--- config.mk ---
export PLATFORM = sky130hd
export DESIGN_NAME = cttb_ctrl
export DESIGN_NICKNAME = d
export VERILOG_FILES = /design/src/hdl/cttb_pkg.sv /design/src/hdl/cttb_ctrl.sv
export SDC_FILE = /design/constraint.sdc
export NUM_CORES = 1
export LEC_CHECK = 0
export ABC_AREA = 1
export BUFFER_PORTS_ARGS = -buffer_cell sky130_fd_sc_hd__buf_2
export CAP_MARGIN = 10
export CORE_MARGIN = 2
export CORE_UTILIZATION = 58
export DETAILED_ROUTE_END_ITERATION = 10
export HOLD_SLACK_MARGIN = 0.08
export PLACE_DENSITY = 0.78
export SLEW_MARGIN = 20
export SYNTH_ARGS = -nofsm -noshare
export SYNTH_HDL_FRONTEND = slang
export SYNTH_SLANG_ARGS = --single-unit
export TNS_END_PERCENT = 50
--- constraint.sdc ---
create_clock -name sys_clk_i -period 5.1 [get_ports sys_clk_i]
set_input_delay 0.51 -clock sys_clk_i [delete_from_list [all_inputs] [get_ports sys_clk_i]]
set_output_delay 0.51 -clock sys_clk_i [all_outputs]
set_load 0.02 [all_outputs]
--- src/hdl/cttb_pkg.sv ---
package cttb_pkg;

  // ---------------------------------------------------------------
  // register map (byte addresses)
  // ---------------------------------------------------------------
  localparam logic [7:0] CTTB_CTRL_OFS = 8'h00;
  localparam logic [7:0] CTTB_TEMP_OFS = 8'h04;
  localparam logic [7:0] CTTB_BYP_OFS  = 8'h08;
  localparam logic [7:0] CTTB_STAT_OFS = 8'h0c;

  // control register fields
  localparam int CTRL_CHG_EN_B   = 0;
  localparam int CTRL_TMR_EN_B   = 1;
  localparam int CTRL_SLOW_EN_B  = 2;
  localparam int CTRL_PRE_EN_B   = 3;
  localparam int CTRL_FAST_SEL_B = 4;
  localparam int CTRL_PRE_SEL_B  = 6;
  localparam int CTRL_CV_SEL_B   = 8;
  localparam int CTRL_CV_MASK_B  = 11;
  localparam logic [11:0] CTRL_RST = 12'h06f;

  // temperature profile fields
  localparam int TEMP_TS_EN_B    = 0;
  localparam int TEMP_PROF_EN_B  = 1;
  localparam int TEMP_COOL_SEL_B = 2;
  localparam int TEMP_WARM_V_B   = 4;
  localparam int TEMP_WARM_I_B   = 6;
  localparam logic [7:0] TEMP_RST = 8'h9b;

  // passthrough fields
  localparam int BYP_PT_EN_B   = 0;
  localparam int BYP_EXT_EN_B  = 1;
  localparam int BYP_LL_EN_B   = 2;
  localparam int BYP_MASK_B    = 3;
  localparam logic [3:0] BYP_RST = 4'h4;

  // status fields
  localparam int STAT_TMR_FLT_B = 0;
  localparam int STAT_PRE_FLT_B = 1;
  localparam int STAT_CV_DONE_B = 2;
  localparam int STAT_BYP_FLG_B = 3;
  localparam int STAT_TS_B      = 4;
  localparam int STAT_BYP_ACT_B = 7;

  // ---------------------------------------------------------------
  // timing
  // ---------------------------------------------------------------
  localparam int CLK_PERIOD_NS = 4;
  // one tick per second: timers count half seconds, two per tick (one for a slowed fast timer)
  localparam int TICK_NS       = 1_000_000_000;
  localparam int TICK_CYC      = TICK_NS / CLK_PERIOD_NS;
  localparam int BYP_OCP_NS    = 100_000;
  localparam int BYP_OCP_CYC   = BYP_OCP_NS / CLK_PERIOD_NS;
  localparam int TICKS_PER_H   = 7200;
  localparam int PRE_SHORT_MIN = 30;
  localparam int PRE_LONG_H    = 2;
  localparam int FAST_H0       = 5;
  localparam int FAST_H1       = 8;
  localparam int FAST_H2       = 12;
  localparam int FAST_H3       = 20;

  typedef enum logic [2:0] {TS_NORMAL, TS_COOL, TS_WARM, TS_COLD, TS_HOT} cttb_temp_e;
  typedef enum logic [1:0] {ISC_FULL, ISC_40, ISC_20} cttb_iscale_e;

  typedef struct packed {
    logic charge_enable_n;
    logic input_voltage_limit_status;
    logic input_current_limit_status;
    logic thermal_reg_status;
    logic charge_fault;
    logic vbat_below_lowv;
    logic cv_mode;
    logic ts_cold;
    logic ts_cool;
    logic ts_warm;
    logic ts_hot;
    logic reverse_mode;
    logic ts_rev_cold;
    logic ts_rev_hot;
    logic bypass_ocp;
    logic ext_bypass_ocp;
    logic light_load;
  } cttb_sense_s;

endpackage

--- src/hdl/cttb_ctrl.sv ---
// The APB interface to the registers and the placing of the registers were left to the implementer.
`timescale 1ns/10ps
module cttb_ctrl #(
  parameter int TICK_CYC    = cttb_pkg::TICK_CYC,
  parameter int BYP_OCP_CYC = cttb_pkg::BYP_OCP_CYC
) (
  input  wire logic                 sys_clk_i,               // 250 MHz
  input  wire logic                 rst_n_i,                 // sync, low
  input  wire logic                 psel_i,                  // apb select
  input  wire logic                 penable_i,               // apb enable
  input  wire logic                 pwrite_i,                // apb write
  input  wire logic [7:0]           paddr_i,                 // byte address
  input  wire logic [31:0]          pwdata_i,                // write data
  output logic      [31:0]          prdata_o,                // read data
  output logic                      pready_o,                // always ready
  output logic                      pslverr_o,               // unmapped
  input  wire cttb_pkg::cttb_sense_s sense_i,                // async sense
  output logic                      irq_pulse_o,             // event pulse
  output logic                      charge_allow_o,          // charge on
  output cttb_pkg::cttb_iscale_e    current_scale_o,         // current
  output logic      [1:0]           vreg_offset_o,           // volt offset
  output cttb_pkg::cttb_temp_e      temperature_status_o,    // zone
  output logic                      reverse_suspend_o,       // stop switch
  output logic                      internal_regulator_on_o, // keep on
  output logic                      internal_bypass_o,       // q1/q4 on
  output logic                      external_switch_drive_o  // ext fets
);
  import cttb_pkg::*;

  // ---------------------------------------------------------------
  // input synchronisers
  // ---------------------------------------------------------------
  localparam int SW = $bits(cttb_sense_s);
  logic [SW-1:0] s1_r, s2_r, s3_r, sen_r;
  cttb_sense_s   sn;

  // a bit changes only once stages two and three agree
  always_ff @(posedge sys_clk_i) begin
    if (!rst_n_i) begin
      s1_r  <= '0;
      s2_r  <= '0;
      s3_r  <= '0;
      sen_r <= '0;
    end else begin
      s1_r  <= sense_i;
      s2_r  <= s1_r;
      s3_r  <= s2_r;
      sen_r <= (s2_r & s3_r) | (sen_r & (s2_r | s3_r));
    end
  end
  assign sn = cttb_sense_s'(sen_r);

  // ---------------------------------------------------------------
  // registers
  // ---------------------------------------------------------------
  logic [11:0] ctrl_r;
  logic [7:0]  temp_r;
  logic [3:0]  byp_r;
  logic        tmr_flt_r, pre_flt_r, cv_done_r, byp_flg_r;
  logic        wr_en, rd_setup, hit;
  cttb_temp_e  temperature_status;
  logic        byp_exit;

  assign wr_en    = psel_i & penable_i & pwrite_i;
  assign rd_setup = psel_i & ~penable_i & ~pwrite_i;
  assign hit      = (paddr_i == CTTB_CTRL_OFS) | (paddr_i == CTTB_TEMP_OFS) |
                    (paddr_i == CTTB_BYP_OFS)  | (paddr_i == CTTB_STAT_OFS);
  assign pready_o  = 1'b1;
  assign pslverr_o = psel_i & penable_i & ~hit;

  always_ff @(posedge sys_clk_i) begin
    if (!rst_n_i) begin
      ctrl_r <= CTRL_RST;
      temp_r <= TEMP_RST;
    end else if (wr_en) begin
      if (paddr_i == CTTB_CTRL_OFS) ctrl_r <= pwdata_i[11:0];
      if (paddr_i == CTTB_TEMP_OFS) temp_r <= pwdata_i[7:0];
    end
  end

  // a hardware exit beats a same-cycle software write of the enable
  always_ff @(posedge sys_clk_i) begin
    if (!rst_n_i) begin
      byp_r <= BYP_RST;
    end else begin
      if (wr_en && paddr_i == CTTB_BYP_OFS) byp_r <= pwdata_i[3:0];
      if (byp_exit) byp_r[BYP_PT_EN_B] <= 1'b0;
    end
  end

  // read data captured in setup, zero wait answer in access
  always_ff @(posedge sys_clk_i) begin
    if (!rst_n_i) begin
      prdata_o <= '0;
    end else if (rd_setup) begin
      unique case (paddr_i)
        CTTB_CTRL_OFS: prdata_o <= {20'h0, ctrl_r};
        CTTB_TEMP_OFS: prdata_o <= {24'h0, temp_r};
        CTTB_BYP_OFS:  prdata_o <= {28'h0, byp_r};
        CTTB_STAT_OFS: prdata_o <= {24'h0, internal_bypass_o | external_switch_drive_o,
                                     temperature_status, byp_flg_r, cv_done_r, pre_flt_r, tmr_flt_r};
        default:       prdata_o <= '0;
      endcase
    end
  end

  // ---------------------------------------------------------------
  // temperature qualification
  // ---------------------------------------------------------------
  logic         ts_en, prof_en, temp_susp;
  logic [1:0]   cool_sel, warm_v, warm_i;
  cttb_iscale_e iscale;
  logic [1:0]   voff;

  assign ts_en    = temp_r[TEMP_TS_EN_B];
  assign prof_en  = temp_r[TEMP_PROF_EN_B];
  assign cool_sel = temp_r[TEMP_COOL_SEL_B +: 2];
  assign warm_v   = temp_r[TEMP_WARM_V_B +: 2];
  assign warm_i   = temp_r[TEMP_WARM_I_B +: 2];

  always_comb begin
    temperature_status = TS_NORMAL;
    if (!ts_en) begin
      temperature_status = TS_NORMAL;
    end else if (sn.reverse_mode) begin
      if (sn.ts_rev_cold) temperature_status = TS_COLD;
      else if (sn.ts_rev_hot) temperature_status = TS_HOT;
    end else if (sn.ts_cold) begin
      temperature_status = TS_COLD;
    end else if (sn.ts_hot) begin
      temperature_status = TS_HOT;
    end else if (sn.ts_cool) begin
      temperature_status = TS_COOL;
    end else if (sn.ts_warm) begin
      temperature_status = TS_WARM;
    end
  end

  always_comb begin
    temp_susp = 1'b0;
    iscale    = ISC_FULL;
    voff      = 2'h0;
    if (!sn.reverse_mode) begin
      if (temperature_status == TS_COLD || temperature_status == TS_HOT) temp_susp = 1'b1;
      if (prof_en && temperature_status == TS_COOL) begin
        if (cool_sel == 2'h0) temp_susp = 1'b1;
        else if (cool_sel == 2'h1) iscale = ISC_20;
        else if (cool_sel == 2'h2) iscale = ISC_40;
      end
      if (prof_en && temperature_status == TS_WARM) begin
        if (warm_v == 2'h0) temp_susp = 1'b1;
        voff = warm_v;
        if (warm_i == 2'h0) temp_susp = 1'b1;
        else if (warm_i == 2'h1) iscale = ISC_40;
      end
    end
  end

  // ---------------------------------------------------------------
  // safety, pre-charge and cv timers (half-second units, two per tick, one when the safety timer is slowed)
  // ---------------------------------------------------------------
  function automatic logic [17:0] hrs2t(input int h);
    return 18'(h * TICKS_PER_H);
  endfunction

  logic [31:0] tick_cnt_r;
  logic        tick, chg_on, run, slow, fast_evt, pre_evt, cv_evt, cv_run;
  logic [17:0] fast_cnt_r, pre_cnt_r, cv_cnt_r, fast_lim, pre_lim, cv_lim;
  logic [2:0]  cv_sel;

  assign tick = (tick_cnt_r == 32'(TICK_CYC - 1));
  always_ff @(posedge sys_clk_i) begin
    if (!rst_n_i || tick) tick_cnt_r <= '0;
    else tick_cnt_r <= tick_cnt_r + 32'h1;
  end

  assign chg_on = ctrl_r[CTRL_CHG_EN_B] & ~sn.charge_enable_n;
  assign run    = chg_on & ~sn.charge_fault & ~temp_susp;
  assign slow   = ctrl_r[CTRL_SLOW_EN_B] & (sn.input_voltage_limit_status |
                  sn.input_current_limit_status | sn.thermal_reg_status);
  assign cv_sel = ctrl_r[CTRL_CV_SEL_B +: 3];

  always_comb begin
    unique case (ctrl_r[CTRL_FAST_SEL_B +: 2])
      2'h0: fast_lim = hrs2t(FAST_H0);
      2'h1: fast_lim = hrs2t(FAST_H1);
      2'h2: fast_lim = hrs2t(FAST_H2);
      2'h3: fast_lim = hrs2t(FAST_H3);
    endcase
  end
  assign pre_lim = ctrl_r[CTRL_PRE_SEL_B] ? hrs2t(PRE_LONG_H)
                                          : 18'(PRE_SHORT_MIN * TICKS_PER_H / 60);
  assign cv_lim  = hrs2t(int'(cv_sel));

  assign fast_evt = chg_on & ctrl_r[CTRL_TMR_EN_B] & ~tmr_flt_r & (fast_cnt_r >= fast_lim);
  assign pre_evt  = chg_on & ctrl_r[CTRL_PRE_EN_B] & ~pre_flt_r & (pre_cnt_r >= pre_lim);
  assign cv_evt   = chg_on & (cv_sel != 3'h0) & ~cv_done_r & (cv_cnt_r >= cv_lim);
  assign cv_run   = run & sn.cv_mode & ~sn.input_current_limit_status &
                    ~sn.input_voltage_limit_status;

  always_ff @(posedge sys_clk_i) begin
    if (!rst_n_i || !chg_on) begin
      fast_cnt_r <= '0;
    end else if (ctrl_r[CTRL_TMR_EN_B] && run && !sn.vbat_below_lowv &&
                 !tmr_flt_r && tick) begin
      fast_cnt_r <= fast_cnt_r + (slow ? 18'h1 : 18'h2);
    end
  end

  always_ff @(posedge sys_clk_i) begin
    if (!rst_n_i || !chg_on || !ctrl_r[CTRL_PRE_EN_B]) begin
      pre_cnt_r <= '0;
    end else if (run && sn.vbat_below_lowv && !pre_flt_r && tick) begin
      pre_cnt_r <= pre_cnt_r + 18'h2;
    end
  end

  always_ff @(posedge sys_clk_i) begin
    if (!rst_n_i || !chg_on || cv_sel == 3'h0) begin
      cv_cnt_r <= '0;
    end else if (cv_run && !cv_done_r && tick) begin
      cv_cnt_r <= cv_cnt_r + 18'h2;
    end
  end

  // expiries stick until the charge cycle is restarted
  always_ff @(posedge sys_clk_i) begin
    if (!rst_n_i || !chg_on) begin
      tmr_flt_r <= 1'b0;
      pre_flt_r <= 1'b0;
      cv_done_r <= 1'b0;
    end else begin
      if (fast_evt) tmr_flt_r <= 1'b1;
      if (pre_evt) pre_flt_r <= 1'b1;
      if (cv_evt) cv_done_r <= 1'b1;
    end
  end

  // ---------------------------------------------------------------
  // passthrough supervision
  // ---------------------------------------------------------------
  logic        pt_en, ext_en, ocp, ll_exit;
  logic [31:0] ocp_cnt_r;

  assign pt_en   = byp_r[BYP_PT_EN_B];
  assign ext_en  = byp_r[BYP_EXT_EN_B];
  assign ocp     = pt_en & (ext_en ? sn.ext_bypass_ocp : sn.bypass_ocp);
  assign ll_exit = pt_en & byp_r[BYP_LL_EN_B] & sn.light_load;
  assign byp_exit = ll_exit | (ocp && ocp_cnt_r == 32'(BYP_OCP_CYC - 1));

  // overcurrent must persist the whole filter time
  always_ff @(posedge sys_clk_i) begin
    if (!rst_n_i || !ocp || byp_exit) ocp_cnt_r <= '0;
    else ocp_cnt_r <= ocp_cnt_r + 32'h1;
  end

  // flag: the exit event wins over a write-one-to-clear
  always_ff @(posedge sys_clk_i) begin
    if (!rst_n_i) begin
      byp_flg_r <= 1'b0;
    end else if (byp_exit) begin
      byp_flg_r <= 1'b1;
    end else if (wr_en && paddr_i == CTTB_STAT_OFS && pwdata_i[STAT_BYP_FLG_B]) begin
      byp_flg_r <= 1'b0;
    end
  end

  // ---------------------------------------------------------------
  // registered outputs
  // ---------------------------------------------------------------
  always_ff @(posedge sys_clk_i) begin
    if (!rst_n_i) begin
      irq_pulse_o             <= 1'b0;
      charge_allow_o          <= 1'b0;
      current_scale_o         <= ISC_FULL;
      vreg_offset_o           <= 2'h0;
      temperature_status_o    <= TS_NORMAL;
      reverse_suspend_o       <= 1'b0;
      internal_regulator_on_o <= 1'b0;
      internal_bypass_o       <= 1'b0;
      external_switch_drive_o <= 1'b0;
    end else begin
      irq_pulse_o <= fast_evt | pre_evt |
                     (cv_evt & ~ctrl_r[CTRL_CV_MASK_B]) |
                     (byp_exit & ~byp_r[BYP_MASK_B]);
      charge_allow_o <= run & ~sn.reverse_mode & ~tmr_flt_r & ~pre_flt_r &
                        ~cv_done_r;
      current_scale_o         <= iscale;
      vreg_offset_o           <= voff;
      temperature_status_o    <= temperature_status;
      reverse_suspend_o       <= sn.reverse_mode &&
                                 (temperature_status == TS_COLD || temperature_status == TS_HOT);
      internal_regulator_on_o <= sn.reverse_mode;
      internal_bypass_o       <= pt_en & ~ext_en & ~byp_exit;
      external_switch_drive_o <= pt_en & ext_en & ~byp_exit;
    end
  end
endmodule

==> summary.md, run 1 <==
| Metric | Value |
|---|---|
| Critical path type | reg2reg |
| Via density | 5.319 |
| Post-synth EDFFs | 0 |
| Die W | 146.1 um |
| CTS Hold Bufs | 0 |
| Final Net Count | 1799 |
| DRC | 0 |
| I/O pin count | 109 |
| Final std cells w/o fill | 1969 |
| Final wirelength | 26.36 mm |
| Most used cell, CP | inv_1 |
| Worst hold start | sense_i[7] |
| Clock sinks | 237 |
| Total core area | 19650 um^2 |
| Post-Synthesis Cell Area | 11700 um^2 |
| Register area | 4745 um^2 |
| Number of nets with antenna violations after routing | 0 |
| Commonest non-fill, non-tap cell in the layout | nand2_1 |
| Post-CTS setup buffers | 0 |
| Tmin final | 3.090 ns |
| Tcrit/Tclk final | 60.60% |
| Clock root cell | clkbuf_16 |
| Final RePlAce weighted congestion | 0.9073 |
| DR iter-0 viols | 806 |
| Top cell type's share of synthesized area | 40.54% |
| Port Buffers | 67 |
| Critical R2R Launch | ctrl_r[0] |
| CP max FO | 13 |
| Max frequency | 323.6 MHz |
| Register area share after synthesis | 40.54% |
| Pins Over Slew Limit | 0 |
| DP HPWL | 18.72 mm |
| Worst skew pair latency | 0.55 ns |
| Fin Clk Skew | 0.02043 ns |
| Worst setup margin | 2.010 ns |
| Clock transition at path regs | 0.06 ns |
| CP max stage delay | 0.78 ns |
| DR WL/cell | 13.39 um |
| Vias after detailed routing | 10473 |
| Vias in the first global route | 9657 |
| Ant diodes | 0 |
| DR pass1 iterations | 5 |
| Critical Path AT | 3.55 ns |
| Layout cell share with drive strength beyond 1 | 9.214% |
| Leakage power | 0.005679 uW |
| PwrDens | 291.6 nW/um^2 |
| Synth warn | 0 |
| Post-synth top flop | dfxtp_1 |
| Post-CTS resize count | 0 |
| CP Capture Type | register |
| Critical path's slowest cell | nor2_1 |
| Largest area contributor in the netlist | dfxtp_1 |
| FP Rows | 51 |
| Clk buf depth | 3 |
| Initial core utilization | 59.55% |
| Number of fill cells | 1689 |
| CTS tree | done |
| Asr flop ratio synth | 0% |
| Critical Path Source Type | register |
| Final hold viol count | 0 |
| Synth unique cells | 46 |
| Setup TNS Final | 0 ns |
| Most frequent cells in the layout | 284 x nand2_1, 280 x inv_1, 237 x dfxtp_1 |
| Actual slew at the worst max-slew pin | 1.087 ns |
| Avg Cell Area, Syn | 7.189 um^2 |
| GRT Residual Overflow | 0 |
| Total Routing Usage GR | 24.08% |
| Cts bufs inserted | 26 |
| Final setup violation count | 0 |
| DIE AREA | 21330 um^2 |
| Die Y | 146.1 um |
| Initial antenna violation count | 0 |
| Setup repair after global routing missed its margin | no |
| Worst setup startpoint | ctrl_r[0] |
| Crit path required time | 5.56 ns |
| Multi-input logic area | 5634 um^2 |
| Cells after Synth | 1628 |
| First-pass GRT wire length | 44.03 mm |
| DP Worst Slack | 1.803 ns |
| FF+latch count, synth | 237 |
| Max-Cap Viols | 0 |
| Outcome | finished clean |
| Max rail drop VDD | 0.3699 mV |
| Largest net degree at the start of global routing | 99 |
| Area growth, synth to finish | 11.00% |
| Top cells by area, synth | dfxtp_1 41%, nand2_1 9.1%, inv_1 9.0% |
| Slew headroom | 27.14% |
| Internal reg-to-reg setup slack | 2.01 ns |
| Cells after DPL | 1924 |
| H-tree Lvls | 1 |
| Cell breakdown of the critical path | inv_1, nor2_1, inv_1, nor2_1, inv_1, nor2_1, inv_1, a21oi_1 |
| Fin Hold WS | 0.1448 ns |
| Worst hold path type | in2reg |
| Finished Core Util | 66.10% |
power by group:
part / internal (uW) / total (uW) / switching (uW) / leakage, uW
clock: 1040 / 1810 / 764 / 0.000415
combinational: 29.6 / 99.7 / 70.1 / 0.00334
sequential: 1870 / 1880 / 9.41 / 0.00192
total: 2950 / 3790 / 843 / 0.00568
area by class of cell:
| type | instances | area share, % |
|---|---|---|
| inverter | 282 | 8.148 |
| sequential | 237 | 36.52 |
| clock inverter | 14 | 0.9631 |
| tap | 265 | 2.552 |
| multi-input combinational | 1066 | 43.37 |
| clock buffer | 31 | 5.461 |
| timing repair buffer | 74 | 2.986 |
final timing paths:
check	end	cells past startpoint
worst min-delay path	s1_r[7]	3
worst max-delay path	cv_cnt_r[1]	8
worst max register to register	cv_cnt_r[1]	8
worst min register to register	s2_r[0]	2
Yosys cell counts (3+ instances only):
cell and instances:
nor3_1 52, a21oi_1 95, inv_1 280, nor2_1 192, clkbuf_1 25, nand3_2 3
o211ai_1 10, nand3_1 60, or2_2 3, fa_1 4, nand2_2 3, buf_4 26
xnor2_1 9, xor2_1 15, a211oi_1 3, o21a_1 4, nand2_1 284, dfxtp_1 237
nand4_1 99, nor3_4 3, a31oi_1 3, o21bai_1 3, ha_1 46, nor2_2 13
buf_2 9, nor4_1 14, o22ai_1 10, nor3b_1 15, o21ai_1 4, o21ai_0 78
per-stage QoR:
step                      instance area [um^2]  total power (uW)
after detailed placement                 12160              2022
after floorplan                          11780              1999
after global placement                   12160              2019
after CTS                                12990              3812
after global routing                     12990              3905
final                                    12990              3789
flip-flops by register name (all words and copies together) (netlist names), 12 cells and up:
signal	flops
ocp_cnt_r	32
tick_cnt_r	32
fast_cnt_r	18
cv_cnt_r	17
pre_cnt_r	17
s1_r	17
s2_r	17
s3_r	17
sen_r	17
ctrl_r	12
prdata_o	12
per-layer routing:
layer  part of all wire [%]  vias to the layer above  GRT usage [%]
li1                       -                     5361              -
met1                     44                     4706          30.76
met2                     47                      339          42.36
met3                    6.2                       67          3.375
met4                    3.0                        0          7.330
met5                      0                        -              0
cells by family after synthesis:
| group | after synthesis | synth area share, % |
|---|---|---|
| and+or+nand+nor | 757 | 30.14 |
| buffers and inverters | 344 | 12.03 |
| DFF | 237 | 40.54 |
| AOI/OAI and AO/OA | 214 | 9.835 |
| adders and majority gates | 50 | 5.602 |
| xor gates and xnor gates | 24 | 1.796 |
| other | 2 | 0.06417 |
critical path, delay by kind of cell, from the launching register on:
family / cells / cell delay [ns]
compound gates: 1 / 0.18
buf+inv: 4 / 0.92
flops: 1 / 0.31
simple gates: 3 / 1.59
No activity file was read; power rests on OpenSTA's default activity.
==> run 2, diff against run 1 <==
clock period = 3 ns   (was 5.1 ns; I/O delays follow)
==> run 2 against run 1 <==
  * Sequential power rose by 70%
  * Critical endpoint is now irq_pulse_o
  * First-iteration DRC count decreased by 3.5%
  * Flip-flop and latch count is the same
  * Cell count up 2.0%
  * Non-clock buffer count increased by 39
==> summary.md, run 2 (synthesis results as in run 1) <==
| Metric | Value |
|---|---|
| GR Util met2 | 43.77% |
| Via density | 5.340 |
| Final wirelength | 27.27 mm |
| Post-CTS setup buffers | 0 |
| Clock transition at path regs | 0.07 ns |
| Max-Cap Viols | 0 |
| Fin Clk Skew | 0.01631 ns |
| Commonest non-fill, non-tap cell in the layout | nand2_1 |
| First-pass GRT wire length | 45.97 mm |
| Tcrit/Tclk final | 91.00% |
| CP Capture Type | register |
| Final Net Count | 1837 |
| Worst hold path type | in2reg |
| Pins Over Slew Limit | 0 |
| Cell breakdown of the critical path | fa_1, ha_1, inv_1, fa_1, ha_1, a21oi_1, o21ai_0, a21oi_1, nand3_1, nand3_1, nand4_1, nand2_1, inv_1 |
| Port Buffers | 67 |
| Gr busiest metal | met2 |
| FF-to-FF End | irq_pulse_o |
| GRT met3 Usage | 3.500% |
| Tot Pwr | 6632 uW |
| DP HPWL | 19.08 mm |
| Outcome | finished clean |
| Hold EP | ctrl_r[11] |
| Clock sinks | 237 |
| Critical path type | reg2reg |
| Total core area | 19650 um^2 |
| Final RePlAce weighted congestion | 0.9485 |
| Number of nets with antenna violations after routing | 0 |
| DR iter-0 viols | 778 |
| PwrDens | 495.1 nW/um^2 |
| Max rail drop VDD | 0.4752 mV |
| GRT Residual Overflow | 0 |
| Worst skew pair latency | 0.54 ns |
| Hold Crit Depth | 3 |
| Clock root cell | clkbuf_16 |
| Layout cell share with drive strength beyond 1 | 9.805% |
| Clk buf depth | 3 |
| Initial antenna violation count | 0 |
| Area growth, synth to finish | 14.45% |
| Total Routing Usage GR | 25.30% |
| CP max stage delay | 0.44 ns |
| Critical path's slowest cell | fa_1 |
| Cts bufs inserted | 25 |
| Largest net degree at the start of global routing | 55 |
| Slew headroom | 45.09% |
| Die Y | 146.1 um |
| Internal reg-to-reg setup slack | 0.27 ns |
| Final setup violation count | 0 |
| DIE AREA | 21330 um^2 |
| CP max FO | 6 |
| Leakage power | 0.005855 uW |
| Crit path required time | 3.44 ns |
| Setup TNS Final | 0 ns |
| Vias in the first global route | 10047 |
| Critical Path Source Type | register |
| I/O pin count | 109 |
| Die W | 146.1 um |
| DR WL/cell | 13.57 um |
| Actual slew at the worst max-slew pin | 0.8205 ns |
| Critical R2R Launch | ctrl_r[9] |
| DRC | 0 |
| Initial core utilization | 59.55% |
| Setup repair after global routing missed its margin | no |
| Final hold viol count | 0 |
| Vias after detailed routing | 10728 |
| Most frequent cells in the layout | 284 x nand2_1, 280 x inv_1, 236 x dfxtp_1 |
| Worst hold start | pwdata_i[11] |
| Critical Path AT | 3.17 ns |
| DR pass1 iterations | 6 |
| FP Rows | 51 |
| Biggest regs | ocp_cnt_r (32), tick_cnt_r (32), fast_cnt_r (18) |
| Reg2reg path depth | 13 |
| Max frequency | 366.3 MHz |
| Tmin final | 2.730 ns |
| CTS tree | done |
| H-tree Lvls | 1 |
| Met1 Usage GRT | 32.95% |
| Ant diodes | 0 |
## run 2: cell types whose count changed in the layout (fill, tap and decap cells not counted), moves of 2 or more
cell	previous run	this run
dlygate4sd3_1	0	27
clkinv_4	0	3
bufinv_16	1	3
buf_4	7	19
clkinvlp_4	2	5
clkinv_2	10	3
## run 2: report_power, final
part | leakage [uW] | switching, uW | internal, uW
Sequential | 0.00192 | 16.7 | 3180
Clock | 0.000414 | 1330 | 1890
Combinational | 0.00352 | 131 | 77.4
## run 2: cell type report
cell class | count | area (um^2)
Tap cell | 265 | 331.6
Timing Repair Buffer | 113 | 748.2
Clock inverter | 16 | 197.7
Inverter | 282 | 1059
Clock buffer | 30 | 674.4
Multi-Input combinational cell | 1066 | 5639
Fill cell | 1658 | 6259
Sequential cell | 237 | 4746
## run 2: how the worst max path moves through the flow
| stage | slack [ns] | cells after the start | endpoint | startpoint |
|---|---|---|---|---|
| 3_3_place_gp | 0.21 | 13 | irq_pulse_o | ctrl_r[9] |
| 2_1_floorplan | 0.40 | 13 | irq_pulse_o | ctrl_r[9] |
| 4_1_cts | 0.18 | 13 | irq_pulse_o | ctrl_r[9] |
| 6_report | 0.27 | 13 | irq_pulse_o | ctrl_r[9] |
| 5_1_grt | 0.007 | 13 | irq_pulse_o | ctrl_r[9] |
| 3_5_place_dp | 0.22 | 13 | irq_pulse_o | ctrl_r[9] |
## run 2: timing repair
item	4_1_cts	5_1_grt
hold endpoints to repair	34	0
gates resized for setup	0	2
hold buffers	27	0
endpoints found under the setup margin	0	1
## run 2: critical path: cells and delay by family, from the launching register on
kind                       cells  cell delay (ns)
AOI/OAI and AO/OA              3             0.35
adders and majority gates      4             1.39
buffers and inverters          2             0.12
DFF                            1             0.40
and+or+nand+nor                4             0.39
## run 2: per-layer routing
layer | part of all wire, % | up-vias
met5 | 0 | -
li1 | - | 5435
met3 | 5.7 | 61
met2 | 48 | 320
met4 | 2.9 | 0
met1 | 43 | 4912
## run 2: through the flow
step | cells | hold WS (ns) | setup WS (ns) | util (%) | cell area, um^2
3_5_place_dp | 1936 | 0.3961 | 0.2174 | 62.31 | 12250
3_3_place_gp | 1936 | 0.3925 | 0.2058 | 62.31 | 12250
2_1_floorplan | 1647 | 0.3905 | 0.4012 | - | 11780
6_report | 2009 | 0.09128 | 0.2699 | 68.16 | 13400
4_1_cts | 2009 | 0.08979 | 0.1838 | 68.12 | 13390
5_1_grt | 2009 | 0.1159 | 0.006913 | 68.16 | 13400
==> run 3, diff against run 2 <==
PLACE_DENSITY = 0.8   (was 0.78)
==> run 3 against run 2 <==
  * Worst setup slack worse by 0.082 ns
  * Critical path type unchanged
  * Final area up 0.65%
  * Critical path depth unchanged
  * Highest routed layer unchanged
  * Utilization up 0.45 points
==> summary.md, run 3 (synthesis results as in run 1) <==
| Metric | Value |
|---|---|
| Setup repair after global routing missed its margin | no |
| Switching pwr | 1439 uW |
| Final Net Count | 1838 |
| Critical path type | reg2reg |
| Hold EP | prdata_o[9] |
| Layout cell share with drive strength beyond 1 | 9.628% |
| Combinational Power Share | 3.0% |
| Total Routing Usage GR | 25.48% |
| Number of fill cells | 1677 |
| CTS tree | done |
| Final setup violation count | 0 |
| Tot Pwr | 6817 uW |
| Slew headroom | 40.55% |
| GRT Residual Overflow | 0 |
| Worst hold start | pwrite_i |
| Outcome | finished clean |
| DR pass1 iterations | 5 |
| Final RePlAce weighted congestion | 0.9153 |
| CP max FO | 6 |
| Clock power share | 50.0% |
| Reg2reg path depth | 13 |
| Via density | 5.348 |
| DIE AREA | 21330 um^2 |
| PwrDens | 505.6 nW/um^2 |
| Die Y | 146.1 um |
| Vias in the first global route | 10219 |
| Critical R2R Launch | ctrl_r[9] |
| Vias after detailed routing | 10749 |
| DR WL/cell | 13.53 um |
| I/O pin count | 109 |
| Tcrit/Tclk final | 93.73% |
| Largest net degree at the start of global routing | 68 |
| CP Capture Type | register |
| First-pass GRT wire length | 46.35 mm |
| DP HPWL | 19.24 mm |
| Tmin final | 2.812 ns |
| Internal reg-to-reg setup slack | 0.19 ns |
| DRC | 0 |
| Area growth, synth to finish | 15.20% |
| Max frequency | 355.6 MHz |
| Max rail drop VDD | 0.6258 mV |
| Setup TNS Final | 0 ns |
| Sw Share | 21.11% |
| H-tree Lvls | 1 |
| Leakage power | 0.005901 uW |
| Pins Over Slew Limit | 0 |
| Cts bufs inserted | 26 |
| Final wirelength | 27.20 mm |
| Most frequent cells in the layout | 284 x nand2_1, 280 x inv_1, 236 x dfxtp_1 |
| Clock transition at path regs | 0.06 ns |
| Clock sinks | 237 |
| Biggest regs | ocp_cnt_r (32), tick_cnt_r (32), fast_cnt_r (18) |
| Commonest non-fill, non-tap cell in the layout | nand2_1 |
| Clk buf depth | 3 |
| Cell breakdown of the critical path | fa_1, ha_1, inv_1, fa_1, ha_1, a21oi_1, o21ai_0, a21oi_1, nand3_1, nand3_1, nand4_1, nand2_1, inv_1 |
| Initial core utilization | 59.55% |
| Crit path required time | 3.43 ns |
| Final hold viol count | 0 |
| Critical path's slowest cell | fa_1 |
| FP Rows | 51 |
| FF-to-FF End | irq_pulse_o |
| Fin Clk Skew | 0.01559 ns |
| Total core area | 19650 um^2 |
| Sequential Power Share | 46.9% |
| Number of nets with antenna violations after routing | 0 |
| Critical Path AT | 3.24 ns |
| Port Buffers | 67 |
| Initial antenna violation count | 0 |
| WP buf/inv | 2 |
| Max-Cap Viols | 0 |
| Actual slew at the worst max-slew pin | 0.8885 ns |
| Cell internal pwr | 5378 uW |
| Post-CTS setup buffers | 0 |
| Crit-path leading delay family | adder cells |
| CP max stage delay | 0.45 ns |
| Hold Crit Depth | 4 |
| Ant diodes | 0 |
| Clock root cell | clkbuf_16 |
| Die W | 146.1 um |
| DR iter-0 viols | 775 |
| Worst hold path type | in2reg |
| Worst skew pair latency | 0.54 ns |
| Critical Path Source Type | register |
## run 3: worst max-delay path by stage
stage,cells after the start,slack [ns],from,end
4_1_cts,13,0.11,ctrl_r[9],irq_pulse_o
2_1_floorplan,13,0.40,ctrl_r[9],irq_pulse_o
5_1_grt,13,0.02,ctrl_r[9],irq_pulse_o
3_5_place_dp,13,0.16,ctrl_r[9],irq_pulse_o
3_3_place_gp,13,0.19,ctrl_r[9],irq_pulse_o
6_report,13,0.19,ctrl_r[9],irq_pulse_o
## run 3: final cells by class
type,count,area (um^2),share of cell area [%]
clock buffers,37,762.0,5.651
clock inverters,10,180.2,1.336
inverters,282,1059,7.851
multi-input cells,1066,5639,41.82
flip-flops and latches,237,4746,35.20
well taps,265,331.6,2.459
repair buffers,113,765.7,5.679
## run 3: worst min-delay path: cells and delay by family
family,cells,cell delay (ns)
AOI/OAI and AO/OA,1,0.14
buffers and inverters,2,0.27
and+or+nand+nor,1,0.04
## run 3: power groups by stage
stage	Sequential, uW	Combinational, uW	Clock [uW]
final	3200	208	3410
after CTS	3200	205	3460
after detailed placement	3270	175	0
after floorplan	3270	130	0
after global placement	3270	170	0
after global routing	3200	231	3580
## run 3: what timing repair did
item,in CTS,in global routing
hold buffers,29,0
hold endpoints to repair,35,0
resized for setup,0,2
endpoints found under the setup margin,0,1
## run 3: through the flow
step | utilization, % | hold WS (ns) | setup WS (ns) | instances | instance area, um^2
3_5_place_dp | 62.30 | 0.3960 | 0.1576 | 1934 | 12240
3_3_place_gp | 62.30 | 0.3925 | 0.1907 | 1934 | 12240
6_report | 68.60 | 0.2657 | 0.1882 | 2010 | 13480
5_1_grt | 68.60 | 0.2920 | 0.02498 | 2010 | 13480
2_1_floorplan | - | 0.3905 | 0.4012 | 1647 | 11780
4_1_cts | 68.57 | 0.2466 | 0.1073 | 2010 | 13480
## run 3: layer usage
metal / GRT usage (%) / part of all wire (%) / up-vias
met5: 0 / 0 / -
met4: 7.621 / 3.0 / 0
met3: 3.406 / 5.4 / 61
met2: 45.59 / 48 / 327
met1: 32.06 / 43 / 4914
li1: - / - / 5447
